==> config.mk <==
export PLATFORM = sky130hd
export DESIGN_NAME = smcs_top
export DESIGN_NICKNAME = d
export VERILOG_FILES = /design/src/design/smcs_top.v
export VERILOG_INCLUDE_DIRS = /design/src /design/src/pkg
export SDC_FILE = /design/constraint.sdc
export NUM_CORES = 1
export LEC_CHECK = 0
export ABC_AREA = 1
export CORE_UTILIZATION = 30
export DETAILED_ROUTE_END_ITERATION = 10
export DONT_BUFFER_PORTS = 1
export HOLD_SLACK_MARGIN = 0.1
export MAX_ROUTING_LAYER = met4
export SYNTH_ARGS = -nofsm -noshare
export SYNTH_HDL_FRONTEND = slang
export SYNTH_SLANG_ARGS = --single-unit
export TNS_END_PERCENT = 30
==> constraint.sdc <==
create_clock -name CLOCK -period 5.3 [get_ports CLOCK]
set_clock_uncertainty 0.1 [all_clocks]
set_input_delay 0.53 -clock CLOCK [delete_from_list [all_inputs] [get_ports CLOCK]]
set_output_delay 0.53 -clock CLOCK [all_outputs]
set_load 0.02 [all_outputs]
==> src/pkg/smcs_defs.vh <==
// Constants for the stop mode clock sequencer.
// How it works
// RULE1: In wait mode with monitor, self-clock and its interrupt enabled, a clock failure powers regulator and PLL, enters self-clock mode, starts a quality check, sets the flag and raises a wake-up interrupt.
// RULE2: The oscillator is off in stop mode unless pseudo-stop is selected.
// RULE3: During stop all counters and dividers hold their value and resume from it.
// RULE4: With the watchdog or periodic tick pseudo-stop enable set, that counter keeps running in pseudo-stop.
// RULE5: Stop entry also sends power-saving requests to other units such as the regulator, which wait mode does not.
// RULE6: On a stop request the PLL select is cleared, then the PLL, then the core clock, then the system clocks are switched off, and stop is active.
// In the code the PLL select is cleared in the same cycle as the PLL is switched off.
// RULE7: Pseudo-stop entered in self-clock mode keeps checking clock quality until success with PLL and regulator on.
// RULE8: Full stop entered in self-clock mode aborts a running check and starts a fresh full check on leaving stop.
// RULE9: An external reset in pseudo-stop restores all configuration bits and starts the reset sequence with the normal vector.
// RULE10: With monitor on and self-clock off, oscillator loss in pseudo-stop gives a clock-monitor reset with its own vector.
// RULE11: With self-clock and its interrupt on, oscillator loss in pseudo-stop raises the interrupt, enters self-clock mode, starts the checker and wakes the processor.
// RULE12: With the self-clock interrupt off, oscillator loss in pseudo-stop sets the flag but does not wake.
// RULE13: Any other enabled interrupt ends pseudo-stop at once.
// RULE14: After stop the PLL select stays cleared until software sets it again.
// RULE15: With the monitor off, clock failure in pseudo-stop is not detected and has no effect.
// RULE16: A quality check passes only after a fixed count of oscillator cycles without failure, then self-clock mode, PLL and regulator are released.
// RULE17: The self-clock flag stays set until software clears it.
`ifndef SMCS_DEFS_VH
`define SMCS_DEFS_VH
// ----------------------------------------------------------------
// Register offsets
// ----------------------------------------------------------------
`define SMCS_CTRL_ADDR    12'h000
`define SMCS_STAT_ADDR    12'h004
`define SMCS_IRQ_ST_ADDR  12'h008
`define SMCS_IRQ_EN_ADDR  12'h00C
`define SMCS_IRQ_CLR_ADDR 12'h010
`define SMCS_CNT_ADDR     12'h014
// ----------------------------------------------------------------
// Control fields
// ----------------------------------------------------------------
`define SMCS_C_CME   0
`define SMCS_C_SELF_CLOCK_MODE_ENABLE  1
`define SMCS_C_SELF_CLOCK_IRQ_ENABLE 2
`define SMCS_C_PSEUDO_STOP_SELECT  3
`define SMCS_C_WDPS  4
`define SMCS_C_RTPS  5
`define SMCS_C_PLLS  6
`define SMCS_C_FLAG  7
`define SMCS_CTRL_RST 8'h02
// ----------------------------------------------------------------
// Event bits
// ----------------------------------------------------------------
`define SMCS_EV_STOP  0
`define SMCS_EV_WAKE  1
`define SMCS_EV_SCM   2
`define SMCS_EV_CMRST 3
`define SMCS_EV_QOK   4
`define SMCS_EV_W     5
// ----------------------------------------------------------------
// Timing
// ----------------------------------------------------------------
`define SMCS_QC_CYCLES 4096
`endif

==> src/design/smcs_top.v <==
// Stop mode clock sequencer with APB register access.
//
// Our own choices: the register addresses and the APB interface to the registers.
`include "smcs_defs.vh"
module smcs_top #(
  parameter QC_CYCLES = `SMCS_QC_CYCLES,
  parameter CNT_W     = 16
)(
  input  wire        CLOCK,          // System clock, 20 MHz.
  input  wire        RSTN,           // Synchronous reset, active low.
  input  wire        PSEL,           // APB select.
  input  wire        PENABLE,        // APB access phase.
  input  wire        PWRITE,         // APB direction.
  input  wire [11:0] PADDR,          // APB byte address.
  input  wire [31:0] PWDATA,         // APB write data.
  output wire [31:0] PRDATA,         // APB read data.
  output wire        PREADY,         // APB ready.
  output wire        PSLVERR,        // APB error on unmapped address.
  input  wire        STOP_REQ,       // Core requests stop.
  input  wire        WAIT_MODE,      // Core is in wait mode.
  input  wire        EXT_RESET_N,    // External reset pin, active low.
  input  wire        OSC_FAIL,       // Clock monitor sees oscillator loss.
  input  wire        OTHER_IRQ,      // Other enabled wake-up interrupt.
  output reg         OSC_EN,         // Oscillator enable.
  output reg         PLL_EN,         // PLL enable.
  output reg         VOLTAGE_REGULATOR_EN,        // Regulator full-power enable.
  output reg         CORE_CLK_EN,    // Core clock enable.
  output reg         SYS_CLK_EN,     // System clock enable.
  output reg         PWR_SAVE_REQ,   // Power-saving request to other units.
  output reg         SELF_CLOCK,     // Self-clock mode active.
  output reg         STOP_ACTIVE,    // Stop mode active.
  output reg         WAKE,           // Wake pulse to the core.
  output reg         SCM_IRQ,        // Self-clock wake-up interrupt pulse.
  output reg         RESET_REQ,      // Reset generator start pulse.
  output reg         CM_VECTOR,      // Reset came from the clock monitor.
  output wire        IRQ             // Level interrupt.
);
  // ----------------------------------------------------------------
  // Sequencer states
  // ----------------------------------------------------------------
  localparam [5:0] S_RUN  = 6'h01;
  localparam [5:0] S_PLLS = 6'h02;
  localparam [5:0] S_PLL  = 6'h04;
  localparam [5:0] S_CORE = 6'h08;
  localparam [5:0] S_SYS  = 6'h10;
  localparam [5:0] S_STOP = 6'h20;

  reg  [5:0]       st_q;
  reg  [5:0]       st_d;
  reg  [7:0]       ctrl_q;
  reg  [`SMCS_EV_W-1:0] ev_q;
  reg  [`SMCS_EV_W-1:0] en_q;
  reg  [12:0]      qc_q;
  reg              qc_run_q;
  reg              qc_restart_q;
  wire [CNT_W-1:0] wd_q;
  wire [CNT_W-1:0] rt_q;
  wire [CNT_W-1:0] div_q;
  wire [2:0]       cnt_run;
  wire [CNT_W-1:0] cnt_val [0:2];
  reg  [31:0]      rdata_q;
  reg              rvalid_q;
  reg  [`SMCS_EV_W-1:0] ev_set;
  reg              wake_now;
  reg              scm_hit;
  reg              cm_rst;

  wire wr  = PSEL & PENABLE & PWRITE;
  // Reads take one wait state: the word is captured first, then offered with ready.
  wire rd  = PSEL & PENABLE & ~PWRITE & ~rvalid_q;
  wire wr_ctrl = wr & (PADDR == `SMCS_CTRL_ADDR);
  wire wr_en   = wr & (PADDR == `SMCS_IRQ_EN_ADDR);
  wire wr_clr  = wr & (PADDR == `SMCS_IRQ_CLR_ADDR);
  wire clock_monitor_enable   = ctrl_q[`SMCS_C_CME];
  wire self_clock_mode_enable  = ctrl_q[`SMCS_C_SELF_CLOCK_MODE_ENABLE];
  wire self_clock_irq_enable = ctrl_q[`SMCS_C_SELF_CLOCK_IRQ_ENABLE];
  wire pseudo_stop_select  = ctrl_q[`SMCS_C_PSEUDO_STOP_SELECT];
  wire pstop = (st_q == S_STOP) & pseudo_stop_select;
  wire fstop = (st_q == S_STOP) & ~pseudo_stop_select;
  wire ext_rst = ~EXT_RESET_N;
  // Monitor only watches while the oscillator should be running.
  wire mon_fail = clock_monitor_enable & OSC_FAIL & ~fstop; // RULE15
  wire qc_done = qc_run_q & (qc_q == QC_CYCLES[12:0] - 13'h0001);

  function mapped;
    input [11:0] a;
    begin
      mapped = (a == `SMCS_CTRL_ADDR) | (a == `SMCS_STAT_ADDR) |
               (a == `SMCS_IRQ_ST_ADDR) | (a == `SMCS_IRQ_EN_ADDR) |
               (a == `SMCS_IRQ_CLR_ADDR) | (a == `SMCS_CNT_ADDR);
    end
  endfunction

  // ----------------------------------------------------------------
  // APB handshake
  // ----------------------------------------------------------------
  assign PREADY  = PSEL & PENABLE & (PWRITE | rvalid_q);
  assign PSLVERR = PSEL & PENABLE & (PWRITE | rvalid_q) & ~mapped(PADDR);
  assign PRDATA  = rdata_q;
  assign IRQ     = |(ev_q & en_q);

  // Status word, one field a line so its layout is easy to hold against software.
  wire [31:0] stat_word = {
    19'h00000,
    qc_run_q,
    CM_VECTOR,
    st_q,
    SELF_CLOCK,
    STOP_ACTIVE,
    PLL_EN,
    VOLTAGE_REGULATOR_EN,
    OSC_EN
  };

  // ----------------------------------------------------------------
  // Entry sequence and wake decisions
  // ----------------------------------------------------------------
  always @*
  begin
    st_d     = st_q;
    wake_now = 1'b0;
    scm_hit  = 1'b0;
    cm_rst   = 1'b0;
    case (st_q)
      S_RUN:
      begin
        if (STOP_REQ)
          st_d = S_PLLS; // RULE6
      end
      S_PLLS:
        st_d = S_PLL;
      S_PLL:
        st_d = S_CORE;
      S_CORE:
        st_d = S_SYS;
      S_SYS:
        st_d = S_STOP;
      S_STOP:
      begin
        if (mon_fail & ~SELF_CLOCK & ~self_clock_mode_enable)
        begin
          cm_rst = 1'b1; // RULE10
        end
        else if (mon_fail & ~SELF_CLOCK & self_clock_mode_enable)
        begin
          scm_hit = 1'b1;
        end
        // With the self-clock interrupt masked the flag is set but the core sleeps on.
        if (OTHER_IRQ | (scm_hit & self_clock_irq_enable)) // RULE11 RULE12 RULE13
        begin
          wake_now = 1'b1;
        end
        if (wake_now | cm_rst)
        begin
          st_d = S_RUN;
        end
      end
      default: st_d = S_RUN;
    endcase
    // Wait mode failure behaves like pseudo-stop failure.
    if (st_q == S_RUN && WAIT_MODE && mon_fail && !SELF_CLOCK && self_clock_mode_enable)
    begin
      scm_hit  = 1'b1; // RULE1
      wake_now = self_clock_irq_enable;
    end
    // A monitor failure in run or wait with self-clock off is a reset as well.
    if (st_q == S_RUN && mon_fail && !SELF_CLOCK && !self_clock_mode_enable)
    begin
      cm_rst = 1'b1; // RULE10
    end
  end

  // ----------------------------------------------------------------
  // Clock gating, self-clock mode and quality checker
  // ----------------------------------------------------------------
  always @(posedge CLOCK)
  begin
    if (!RSTN || ext_rst)
    begin
      st_q         <= S_RUN; // RULE9
      OSC_EN       <= 1'b1;
      PLL_EN       <= 1'b0;
      VOLTAGE_REGULATOR_EN      <= 1'b1;
      CORE_CLK_EN  <= 1'b1;
      SYS_CLK_EN   <= 1'b1;
      PWR_SAVE_REQ <= 1'b0;
      SELF_CLOCK   <= 1'b0;
      STOP_ACTIVE  <= 1'b0;
      qc_q         <= 13'h0000;
      qc_run_q     <= 1'b0;
      qc_restart_q <= 1'b0;
    end
    else
    begin
      st_q <= cm_rst ? S_RUN : st_d;
      case (st_d)
        S_PLL:
          PLL_EN <= SELF_CLOCK & pseudo_stop_select; // RULE6 RULE7
        S_CORE:
          CORE_CLK_EN <= 1'b0;
        S_SYS:
          SYS_CLK_EN <= 1'b0;
        default: ;
      endcase
      if (st_d == S_STOP && st_q == S_SYS)
      begin
        STOP_ACTIVE  <= 1'b1;
        PWR_SAVE_REQ <= 1'b1; // RULE5
        OSC_EN       <= pseudo_stop_select; // RULE2
        VOLTAGE_REGULATOR_EN      <= SELF_CLOCK & pseudo_stop_select; // RULE7
        if (!pseudo_stop_select && qc_run_q)
        begin
          qc_run_q     <= 1'b0; // RULE8
          qc_restart_q <= 1'b1;
        end
      end
      if (st_q == S_STOP && st_d == S_RUN)
      begin
        STOP_ACTIVE  <= 1'b0;
        PWR_SAVE_REQ <= 1'b0;
        OSC_EN       <= 1'b1;
        CORE_CLK_EN  <= 1'b1;
        SYS_CLK_EN   <= 1'b1;
        if (qc_restart_q)
        begin
          qc_restart_q <= 1'b0; // RULE8
          qc_run_q     <= 1'b1;
          qc_q         <= 13'h0000;
        end
      end
      if (scm_hit)
      begin
        SELF_CLOCK <= 1'b1; // RULE1 RULE11
        PLL_EN     <= 1'b1;
        VOLTAGE_REGULATOR_EN    <= 1'b1;
        qc_run_q   <= 1'b1;
        qc_q       <= 13'h0000;
      end
      else if (qc_run_q && !fstop)
      begin
        if (OSC_FAIL)
          qc_q <= 13'h0000; // RULE16
        else if (qc_done)
        begin
          qc_run_q   <= 1'b0; // RULE16
          SELF_CLOCK <= 1'b0;
          PLL_EN     <= 1'b0;
          if (st_q == S_STOP)
            VOLTAGE_REGULATOR_EN <= 1'b0;
        end
        else
          qc_q <= qc_q + 13'h0001; // RULE7
      end
    end
  end

  // ----------------------------------------------------------------
  // Counters: frozen in stop, optionally running in pseudo-stop
  // ----------------------------------------------------------------
  assign cnt_run[0] = ~STOP_ACTIVE; // RULE3
  assign cnt_run[1] = ~STOP_ACTIVE | (pstop & ctrl_q[`SMCS_C_WDPS]); // RULE4
  assign cnt_run[2] = ~STOP_ACTIVE | (pstop & ctrl_q[`SMCS_C_RTPS]); // RULE4

  genvar gi;
  generate
    for (gi = 0; gi < 3; gi = gi + 1)
    begin : g_cnt
      reg [CNT_W-1:0] cnt_q;
      // Stop holds the count instead of clearing it, so timing resumes where it left off.
      always @(posedge CLOCK)
      begin
        if (!RSTN)
          cnt_q <= {CNT_W{1'b0}};
        else if (cnt_run[gi])
          cnt_q <= cnt_q + {{(CNT_W-1){1'b0}}, 1'b1}; // RULE3 RULE4
      end
      assign cnt_val[gi] = cnt_q;
    end
  endgenerate

  assign div_q = cnt_val[0];
  assign wd_q  = cnt_val[1];
  assign rt_q  = cnt_val[2];

  // ----------------------------------------------------------------
  // Pulses to core and reset generator, and the held clock-monitor vector flag
  // ----------------------------------------------------------------
  always @(posedge CLOCK)
  begin
    if (!RSTN)
    begin
      WAKE      <= 1'b0;
      SCM_IRQ   <= 1'b0;
      RESET_REQ <= 1'b0;
      CM_VECTOR <= 1'b0;
    end
    else
    begin
      WAKE      <= wake_now & ~ext_rst;
      SCM_IRQ   <= scm_hit & self_clock_irq_enable & ~ext_rst; // RULE11
      RESET_REQ <= ext_rst | cm_rst; // RULE9 RULE10
      if (ext_rst)
        CM_VECTOR <= 1'b0;
      else if (cm_rst)
        CM_VECTOR <= 1'b1;
    end
  end

  // ----------------------------------------------------------------
  // Event set sources
  // ----------------------------------------------------------------
  always @*
  begin
    ev_set = {`SMCS_EV_W{1'b0}};
    ev_set[`SMCS_EV_STOP]  = (st_q == S_SYS);
    ev_set[`SMCS_EV_WAKE]  = wake_now;
    ev_set[`SMCS_EV_SCM]   = scm_hit;
    ev_set[`SMCS_EV_CMRST] = cm_rst;
    ev_set[`SMCS_EV_QOK]   = qc_done & ~OSC_FAIL & ~scm_hit;
  end

  // ----------------------------------------------------------------
  // Register file
  // ----------------------------------------------------------------

  always @(posedge CLOCK)
  begin
    if (!RSTN || ext_rst)
    begin
      ctrl_q  <= `SMCS_CTRL_RST; // RULE9
      ev_q    <= {`SMCS_EV_W{1'b0}};
      en_q    <= {`SMCS_EV_W{1'b0}};
      rdata_q <= 32'h00000000;
      rvalid_q <= 1'b0;
    end
    else
    begin
      rvalid_q <= rd;
      if (wr_ctrl)
        ctrl_q[6:0] <= PWDATA[6:0];
      if (st_d == S_PLL && st_q == S_PLLS)
        ctrl_q[`SMCS_C_PLLS] <= 1'b0; // RULE6 RULE14
      // Hardware set wins over a software clear in the same cycle.
      if (scm_hit)
        ctrl_q[`SMCS_C_FLAG] <= 1'b1; // RULE12 RULE17
      else if (wr_ctrl && !PWDATA[`SMCS_C_FLAG])
        ctrl_q[`SMCS_C_FLAG] <= 1'b0; // RULE17
      // A clock-monitor reset restores the configuration just as a pin reset does.
      if (cm_rst)
        ctrl_q <= `SMCS_CTRL_RST; // RULE10
      if (wr_en)
        en_q <= PWDATA[`SMCS_EV_W-1:0];
      if (wr_clr)
        ev_q <= (ev_q & ~PWDATA[`SMCS_EV_W-1:0]) | ev_set;
      else
        ev_q <= ev_q | ev_set;
      if (rd)
      begin
        case (PADDR)
          `SMCS_CTRL_ADDR:
            rdata_q <= {24'h000000, ctrl_q};
          `SMCS_STAT_ADDR:
            rdata_q <= stat_word;
          `SMCS_IRQ_ST_ADDR:
            rdata_q <= {{(32-`SMCS_EV_W){1'b0}}, ev_q};
          `SMCS_IRQ_EN_ADDR:
            rdata_q <= {{(32-`SMCS_EV_W){1'b0}}, en_q};
          `SMCS_CNT_ADDR:
            rdata_q <= {wd_q, rt_q};
          default:
            rdata_q <= 32'h00000000;
        endcase
      end
    end
  end
endmodule

==> results of run 1 <==
-- worst paths after layout --
check	startpoint	endpoint	cells past startpoint
setup / recovery	EXT_RESET_N	qc_q[10]	5
hold / removal	RSTN	g_cnt[1].cnt_q[10]	2
setup reg to reg	qc_q[0]	qc_q[6]	11
hold reg to reg	en_q[3]	en_q[3]	2
-- cells in the final DEF, fill, tap and decap left out, types with 2 or more instances in the layout --
master and instances:
nor4_1 5, a211oi_2 3, inv_6 5, nand3_4 2, nand4_1 22, clkinv_1 2, dfxtp_1 115, nor3_1 17
ha_1 3, o21ai_0 61, nor2_2 4, or2_2 2, o22ai_1 12, clkbuf_16 17, nand3_2 3, inv_1 92
nor3_2 3, a21oi_1 87, nand3_1 30, and2_4 2, xor2_1 11, clkinvlp_4 3, a31oi_1 7, xnor2_1 6
nor3_4 3, clkinv_4 2, nand2_1 206, o21ai_1 2, nand2_2 4, nor2_4 2, inv_2 3, nand3b_1 3
bufinv_16 2, nor2_1 63
-- per-stage QoR --
| stage | setup WS (ns) | instance area (um^2) | power (uW) |
|---|---|---|---|
| after global routing | 2.81 | 6420 | 2180 |
| after global placement | 2.60 | 5820 | 966 |
| final | 3.08 | 6420 | 2100 |
| after detailed placement | 2.59 | 5820 | 967 |
| after CTS | 3.04 | 6420 | 2120 |
| after floorplan | 3.36 | 5670 | 954 |
-- repair_timing --
action | 4_1_cts | 5_1_grt
resized for setup | 0 | 0
endpoints found under the hold margin | 1 | 0
hold buffers | 1 | 0
-- power by group through the flow --
stage                     Combinational (uW)  Clock (uW)  Sequential [uW]
after floorplan                         50.9           0              903
after global placement                  59.4           0              906
after detailed placement                60.5           0              906
after CTS                               61.8        1170              888
after global routing                    69.8        1220              889
final                                   61.4        1150              887
-- kinds of logic after synthesis --
group / after synthesis / share of synthesized area (%)
flops: 115 / 40.6
fa+ha+maj: 3 / 0.662
simple gates: 373 / 29.8
compound gates: 180 / 17.3
buf+inv: 124 / 9.02
xor+xnor: 17 / 2.63
-- registers in the layout, summed over array words and instances (netlist names), 5 cells and up --
signal,cells
ev_q,5
en_q,5
g_cnt.cnt_q,32
PRDATA,32
ctrl_q,8
qc_q,13
st_q,6
-- worst max-delay path, stage by stage --
cell and delay [ns]:
nand2_1 0.41, inv_1 0.90, and2_4 0.38, o21ai_0 0.12, a21oi_1 0.12
-- per-layer routing --
metal | routed length (um) | vias to the layer above
li1 | - | 2674
met1 | 7350 | 2354
met2 | 7000 | 123
met3 | 929 | 9
met4 | 103 | 0
met5 | 0 | -
-- area by class of cell --
class	instances	area [um^2]
inverters	97	364
multi-input cells	573	2860
well taps	229	287
clock buffers	19	443
fillers	1923	11800
flip-flops and latches	115	2300
repair buffers	2	17.5
clock inverters	13	149
==> results.sh, run 1 <==
export IMPL_initial_core_util_pct=31.0
export IMPL_core_mm2=0.0183
export IMPL_final_util_pct=35.2
export IMPL_wl_per_cell_um=14.7
export IMPL_yosysTopAreaCellShare_pct=40.6
export IMPL_combPwrFrac_pct=2.9
export IMPL_synth_ff_type="dfxtp_1"
export IMPL_final_hold_viol_count=0
export IMPL_grtUsageMet2_pct=26.4
export IMPL_tns_ns=0
export IMPL_met1_usage_pct=21.5
export IMPL_stdcell_count=1048
export IMPL_vias_per_cell=4.92
export IMPL_clk_latency_ns=0.42
export IMPL_die_area_mm2=0.0195
export IMPL_seq_area_frac_synth_pct=40.6
export IMPL_finalCritPeriodShare_pct=41.8
export IMPL_drv_cap=0
export IMPL_synth_most_common_cell="nand2_1"
export IMPL_cts_tree="yes"
export IMPL_finalWirelength_um=15400
export IMPL_io_buffers=0
export IMPL_syn_avg_cell_area_um2=6.98
export IMPL_clockRootBuffer="clkbuf_16"
export IMPL_nets=863
export IMPL_dr_pass1_iters=5
export IMPL_power_density_mw_per_mm2=327
export IMPL_worst_r2r_setup_slack_ns=3.11
export IMPL_final_antenna_net_count=0
export IMPL_synth_cell_types=43
export IMPL_cts_buffer_depth=2
export IMPL_antennaDiodeCount=0
export IMPL_vias=5160
export IMPL_gr_total_overflow=0
export IMPL_grt_start_max_net_pins=58
export IMPL_synth_edf_count=0
export IMPL_required_ns=5.55
export IMPL_htreeDepth=4
export IMPL_end_kind="flop"
export IMPL_hpwl_um=11100
export IMPL_ir_drop_mv=0.242
export IMPL_syn_inst=812
export IMPL_fp_dieH_um=139
export IMPL_cts_setup_buffers=0
export IMPL_ys_ff_latch=115
export IMPL_drive_gt1_share_pct=7.81
export IMPL_num_rows=49
export IMPL_grt_pass1_wl_um=25300
export IMPL_dp_cells=1015
export IMPL_drt_initial_drc_count=259
export IMPL_switching_share_pct=23.8
export IMPL_whs_ns=0.130
export IMPL_slew_violations=0
export IMPL_hold_path_class="in -> reg"
export IMPL_grt_busiest_layer="met2"
export IMPL_grt_use_total_pct=17.1
export IMPL_crit_fanout=35
export IMPL_max_freq_mhz=451
export IMPL_relSlewSlack_pct=36.7
export IMPL_synth_area_mm2=0.00567
export IMPL_cts_buffers=17
export IMPL_startpoint_type="input pin"
export IMPL_synthTopCellsByArea="dfxtp_1 41%, nand2_1 14%, a21oi_1 7.7%"
export IMPL_use_met3_pct=5.47
export IMPL_fp_dieW_um=139
export IMPL_synthTopCellsByCount="206 x nand2_1, 115 x dfxtp_1, 92 x inv_1"
export IMPL_area_growth_pct=13.3
export IMPL_setup_viol=0
export IMPL_yosysTopAreaCell="dfxtp_1"
export IMPL_ios=101
export IMPL_gp_congestion=0.862
export IMPL_crit_arrival_ns=2.46
export IMPL_pwr_share_seq_pct=42.2
export IMPL_clkTransAtPathRegs_ns=0.06
export IMPL_clockPowerShare_pct=54.9
export IMPL_yosysWarningCount=0
export IMPL_rsz0062_at_grt="no"
export IMPL_cts_sinks=115
export IMPL_p_int_uw=1600
export IMPL_outcome="completed"
export IMPL_grt_antenna_before_repair=0
export IMPL_path_class="in -> reg"
export IMPL_drcViolationCount=0
export IMPL_async_flop_share_pct=0
export IMPL_grt_pass1_vias=4944
export IMPL_worst_pin_slew_ns=0.949
export IMPL_power_switching_uw=499
export IMPL_min_period_ns=2.22
export IMPL_leakage_uw=0.00218
export IMPL_syn_nets=869
(Power assumes the default switching activity.)
==> run 2: changes to the inputs <==
clock period = 1.9 ns   (was 5.3 ns; I/O delays follow)
==> results.sh, run 2 (same netlist as run 1, synthesis figures left out) <==
export IMPL_cp_top_family="buffers and inverters"
export IMPL_clockRootBuffer="clkbuf_16"
export IMPL_clockPowerShare_pct=55.7
export IMPL_r2r_cells=12
export IMPL_dr_pass1_iters=5
export IMPL_min_period_ns=1.84
export IMPL_placed_cell_area_mm2=0.00610
export IMPL_required_ns=2.09
export IMPL_worstHoldStart="WAIT_MODE"
export IMPL_grt_start_max_net_pins=57
export IMPL_cp_startpoint="EXT_RESET_N"
export IMPL_routed_wl_met3_um=1130
export IMPL_final_common_cell="nand2_1"
export IMPL_path_class="in -> reg"
export IMPL_nets=925
export IMPL_area_growth_pct=25.6
export IMPL_drcViolationCount=0
export IMPL_hpwl_um=11400
export IMPL_slew_violations=0
export IMPL_die_area_mm2=0.0195
export IMPL_path_common_cell="dlygate4sd3_1"
export IMPL_drt_initial_drc_count=321
export IMPL_power_switching_uw=1450
export IMPL_fillers=1895
export IMPL_combPwrFrac_pct=3.9
export IMPL_finalWirelength_um=16400
export IMPL_io_buffers=0
export IMPL_holdPathStages=6
export IMPL_relSlewSlack_pct=53.7
export IMPL_vias_per_cell=4.93
export IMPL_outcome="completed"
export IMPL_wl_per_cell_um=14.7
export IMPL_crit_buf_inv=3
export IMPL_final_cell_mix="201 x nand2_1, 110 x dfxtp_1, 92 x inv_1, 83 x a21oi_1, 61 x o21ai_0"
export IMPL_setup_viol=0
export IMPL_startpoint_type="input pin"
export IMPL_wl_met2_um=7340
export IMPL_gr_total_overflow=0
export IMPL_end_kind="flop"
export IMPL_ios=101
export IMPL_vias=5481
export IMPL_final_area_mm2=0.00712
export IMPL_cp_slowest_cell="dlygate4sd3_1"
export IMPL_cts_buffer_depth=2
export IMPL_htreeDepth=4
export IMPL_clkTransAtPathRegs_ns=0.06
export IMPL_critPathCapture="SCM_IRQ"
export IMPL_totalPowerFinal_uw=6130
export IMPL_worst_path_stages=5
export IMPL_finalCritPeriodShare_pct=97.0
export IMPL_cts_tree="yes"
export IMPL_top_layer_used="met4"
export IMPL_drv_cap=0
export IMPL_wl_met1_um=7600
export IMPL_grt_antenna_before_repair=1
export IMPL_max_freq_mhz=543
export IMPL_p_int_uw=4680
export IMPL_crit_arrival_ns=2.03
export IMPL_hold_path_class="in -> reg"
export IMPL_worst_r2r_setup_slack_ns=0.07
export IMPL_cts_sinks=115
export IMPL_worst_pin_slew_ns=0.693
export IMPL_grt_use_total_pct=17.7
export IMPL_initial_core_util_pct=31.0
export IMPL_fp_dieH_um=139
export IMPL_crit_fanout=17
export IMPL_core_mm2=0.0183
export IMPL_final_hold_viol_count=0
export IMPL_gp_congestion=0.878
export IMPL_num_rows=49
export IMPL_rsz0062_at_grt="yes"
export IMPL_crit_path_max_incr_delay_ns=0.63
export IMPL_drive_gt1_share_pct=15.1
export IMPL_clk_latency_ns=0.42
export IMPL_grt_pass1_wl_um=26300
export IMPL_final_antenna_net_count=0
export IMPL_ir_drop_mv=0.613
export IMPL_power_density_mw_per_mm2=861
export IMPL_cts_buffers=17
export IMPL_reg2reg_to="ctrl_q[6]"
export IMPL_reg2reg_from="st_q[0]"
export IMPL_cp_cell_sequence="dlygate4sd3_1 -> nand2_1 -> dlygate4sd3_1 -> buf_4 -> nor3_1"
export IMPL_grt_pass1_vias=5062
export IMPL_pwr_share_seq_pct=40.3
export IMPL_switching_share_pct=23.6
export IMPL_fp_dieW_um=139
export IMPL_leakage_uw=0.00250
==> run 2: power groups by stage <==
stage          Clock (uW)  Combinational, uW  Sequential, uW
6_report             3420                241            2470
5_1_grt              3590                268            2470
4_1_cts              3470                230            2470
3_5_place_dp            0                189            2530
3_3_place_gp            0                186            2530
2_1_floorplan           0                142            2520
==> run 2: area by class of cell <==
class                           count  area [um^2]  area share [%]
Antenna cell                        1         2.50          0.0351
Clock buffer                       20          457            6.41
Clock inverter                     12          171            2.41
Inverter                           97          369            5.18
Multi-Input combinational cell    574         2980            41.9
Sequential cell                   115         2310            32.5
Tap cell                          229          287            4.02
Timing Repair Buffer               63          542            7.61
==> run 2: worst min-delay path by stage <==
stage,to,slack (ns)
floorplan,RESET_REQ,0.19
global placement,RESET_REQ,0.20
detailed placement,RESET_REQ,0.19
CTS,qc_q[12],0.12
global route,qc_q[12],0.13
finish,WAKE,0.12
==> run 2: timing repair <==
action,4_1_cts,5_1_grt
endpoints found under the hold margin,90,0
gates resized for setup,0,39
hold buffers,18,0
setup buffers,0,7
setup endpoints to repair,0,37
==> run 2: routing by layer <==
layer / vias to the layer above / GRT usage [%]
li1: 2793 / -
met1: 2512 / 22.2
met2: 149 / 26.4
met3: 27 / 5.68
met4: 0 / 6.55
met5: - / -
==> run 2: stage by stage <==
stage                     cells  hold WS (ns)  setup WS, ns  setup TNS (ns)  util [%]
after floorplan             812         0.186         0.190               0         -
after global placement     1051         0.200        0.0880               0      33.4
after detailed placement   1051         0.191        0.0389               0      33.4
after CTS                  1101         0.115        0.0385               0      37.8
after global routing       1111         0.131       -0.0809          -0.618      39.0
final                      1111         0.116        0.0576               0      39.0
==> run 2: worst reg2reg max path: cells and delay by family (launching register included) <==
kind                   cells  cell delay, ns
AO/OA/AOI/OAI              1            0.04
buffers and inverters      3            0.34
flip-flops                 1            0.35
AND/OR/NAND/NOR            8            0.90
==> run 3: changes to the inputs <==
CORE_UTILIZATION = 40   (was 30)
==> results.sh, run 3 (same netlist as run 1, synthesis figures left out) <==
export IMPL_max_freq_mhz=546
export IMPL_gr_total_overflow=0
export IMPL_clockPowerShare_pct=54.5
export IMPL_final_area_mm2=0.00699
export IMPL_relSlewSlack_pct=56.8
export IMPL_combPwrFrac_pct=3.8
export IMPL_pwr_share_seq_pct=41.7
export IMPL_ir_drop_mv=0.660
export IMPL_finalWirelength_um=15100
export IMPL_power_switching_uw=1300
export IMPL_required_ns=2.12
export IMPL_grt_antenna_before_repair=0
export IMPL_crit_path_max_incr_delay_ns=0.34
export IMPL_grt_pass1_vias=4974
export IMPL_drv_cap=0
export IMPL_hpwl_um=10700
export IMPL_p_int_uw=4640
export IMPL_hold_path_class="in -> reg"
export IMPL_gp_congestion=0.869
export IMPL_cts_buffer_depth=2
export IMPL_path_class="reg -> reg"
export IMPL_drcViolationCount=0
export IMPL_crit_buf_inv=1
export IMPL_clockRootBuffer="clkbuf_16"
export IMPL_rsz0062_at_grt="yes"
export IMPL_fp_dieH_um=121
export IMPL_timing_final_ws_setup_ns=0.0692
export IMPL_leakage_uw=0.00248
export IMPL_vias=5414
export IMPL_placed_cell_area_mm2=0.00605
export IMPL_switching_share_pct=21.8
export IMPL_crit_fanout=10
export IMPL_cp_slowest_cell="dfxtp_1"
export IMPL_htreeDepth=4
export IMPL_setup_viol=0
export IMPL_final_cell_mix="204 x nand2_1, 111 x dfxtp_1, 91 x inv_1, 87 x a21oi_1, 61 x o21ai_0"
export IMPL_grt_start_max_net_pins=53
export IMPL_startpoint_type="flop"
export IMPL_io_buffers=0
export IMPL_min_period_ns=1.83
export IMPL_fp_dieW_um=121
export IMPL_drive_gt1_share_pct=13.0
export IMPL_core_mm2=0.0139
export IMPL_clkTransAtPathRegs_ns=0.05
export IMPL_outcome="completed"
export IMPL_die_area_mm2=0.0147
export IMPL_cts_buffers=17
export IMPL_drt_initial_drc_count=376
export IMPL_grt_use_total_pct=22.4
export IMPL_num_rows=43
export IMPL_final_common_cell="nand2_1"
export IMPL_nets=921
export IMPL_cp_top_family="simple AND/OR/NAND/NOR gates"
export IMPL_dp_cells=1000
export IMPL_crit_arrival_ns=2.05
export IMPL_final_hold_viol_count=0
export IMPL_whs_ns=0.124
export IMPL_grt_pass1_wl_um=24700
export IMPL_stdcell_count=1057
export IMPL_wl_per_cell_um=14.3
export IMPL_worst_pin_slew_ns=0.648
export IMPL_ios=101
export IMPL_place_ws_ns=0.0658
export IMPL_finalCritPeriodShare_pct=96.4
export IMPL_cts_tree="yes"
export IMPL_antennaDiodeCount=0
export IMPL_cp_cell_sequence="nor2_4 -> nand2_2 -> nor3_4 -> nand3_2 -> nand2_4 -> inv_2 -> nor3_4 -> nand3_1 -> nand2_1 -> a21oi_1"
export IMPL_vias_per_cell=5.12
export IMPL_final_antenna_net_count=0
export IMPL_end_kind="flop"
export IMPL_slew_violations=0
export IMPL_fillers=1385
export IMPL_path_common_cell="nor3_4"
export IMPL_cts_sinks=115
export IMPL_dr_pass1_iters=5
export IMPL_power_density_mw_per_mm2=850
export IMPL_area_growth_pct=23.3
export IMPL_initial_core_util_pct=40.9
export IMPL_clk_latency_ns=0.42
## run 3: routing by layer
layer  part of all wire (%)  global-route usage [%]  vias up
met5                      0                       -        -
met4                    1.4                    7.87        0
met3                    6.3                    6.48       21
met2                     46                    34.3      123
met1                     46                    28.2     2482
li1                       -                       -     2788
## run 3: cell type report
cell class	instances	area, um^2	share of cell area (%)
Sequential cell	115	2310	33.0
Multi-Input combinational cell	573	2950	42.2
Inverter	97	364	5.21
Timing Repair Buffer	60	544	7.79
Tap cell	180	225	3.22
Clock inverter	9	129	1.84
Clock buffer	23	468	6.70
## run 3: power groups by stage
stage,combinational [uW],sequential [uW],clock [uW]
finish,229,2470,3240
global route,254,2480,3390
CTS,225,2470,3280
detailed placement,181,2530,0
global placement,178,2530,0
floorplan,142,2520,0
## run 3: worst reg2reg max path: cells and delay by family (launching register included)
kind	cells	cell delay [ns]
AND/OR/NAND/NOR	8	1.12
flip-flops	1	0.34
buffers and inverters	1	0.11
AO/OA/AOI/OAI	1	0.04
## run 3: final timing paths
path / slack [ns] / depth (start not counted) / start / endpoint
worst min-delay path: 0.12 / 6 / OSC_FAIL / qc_q[1]
worst max register to register: 0.07 / 10 / st_q[0] / g_cnt[2].cnt_q[4]
worst min register to register: 0.36 / 2 / ctrl_q[6] / ctrl_q[6]
worst max-delay path: 0.07 / 10 / st_q[0] / g_cnt[2].cnt_q[4]
## run 3: metrics by stage
| step | power (uW) | TNS, ns | util, % |
|---|---|---|---|
| global placement | 2700 | 0 | 43.6 |
| global route | 6120 | -0.484 | 50.4 |
| CTS | 5980 | 0 | 49.4 |
| detailed placement | 2710 | 0 | 43.6 |
| finish | 5940 | 0 | 50.4 |
| floorplan | 2660 | 0 | - |
## run 3: timing repair
item,4_1_cts,5_1_grt
hold endpoints to repair,73,0
hold buffers,21,0
endpoints found under the setup margin,0,67
buffers inserted,0,3
gates resized for setup,0,27
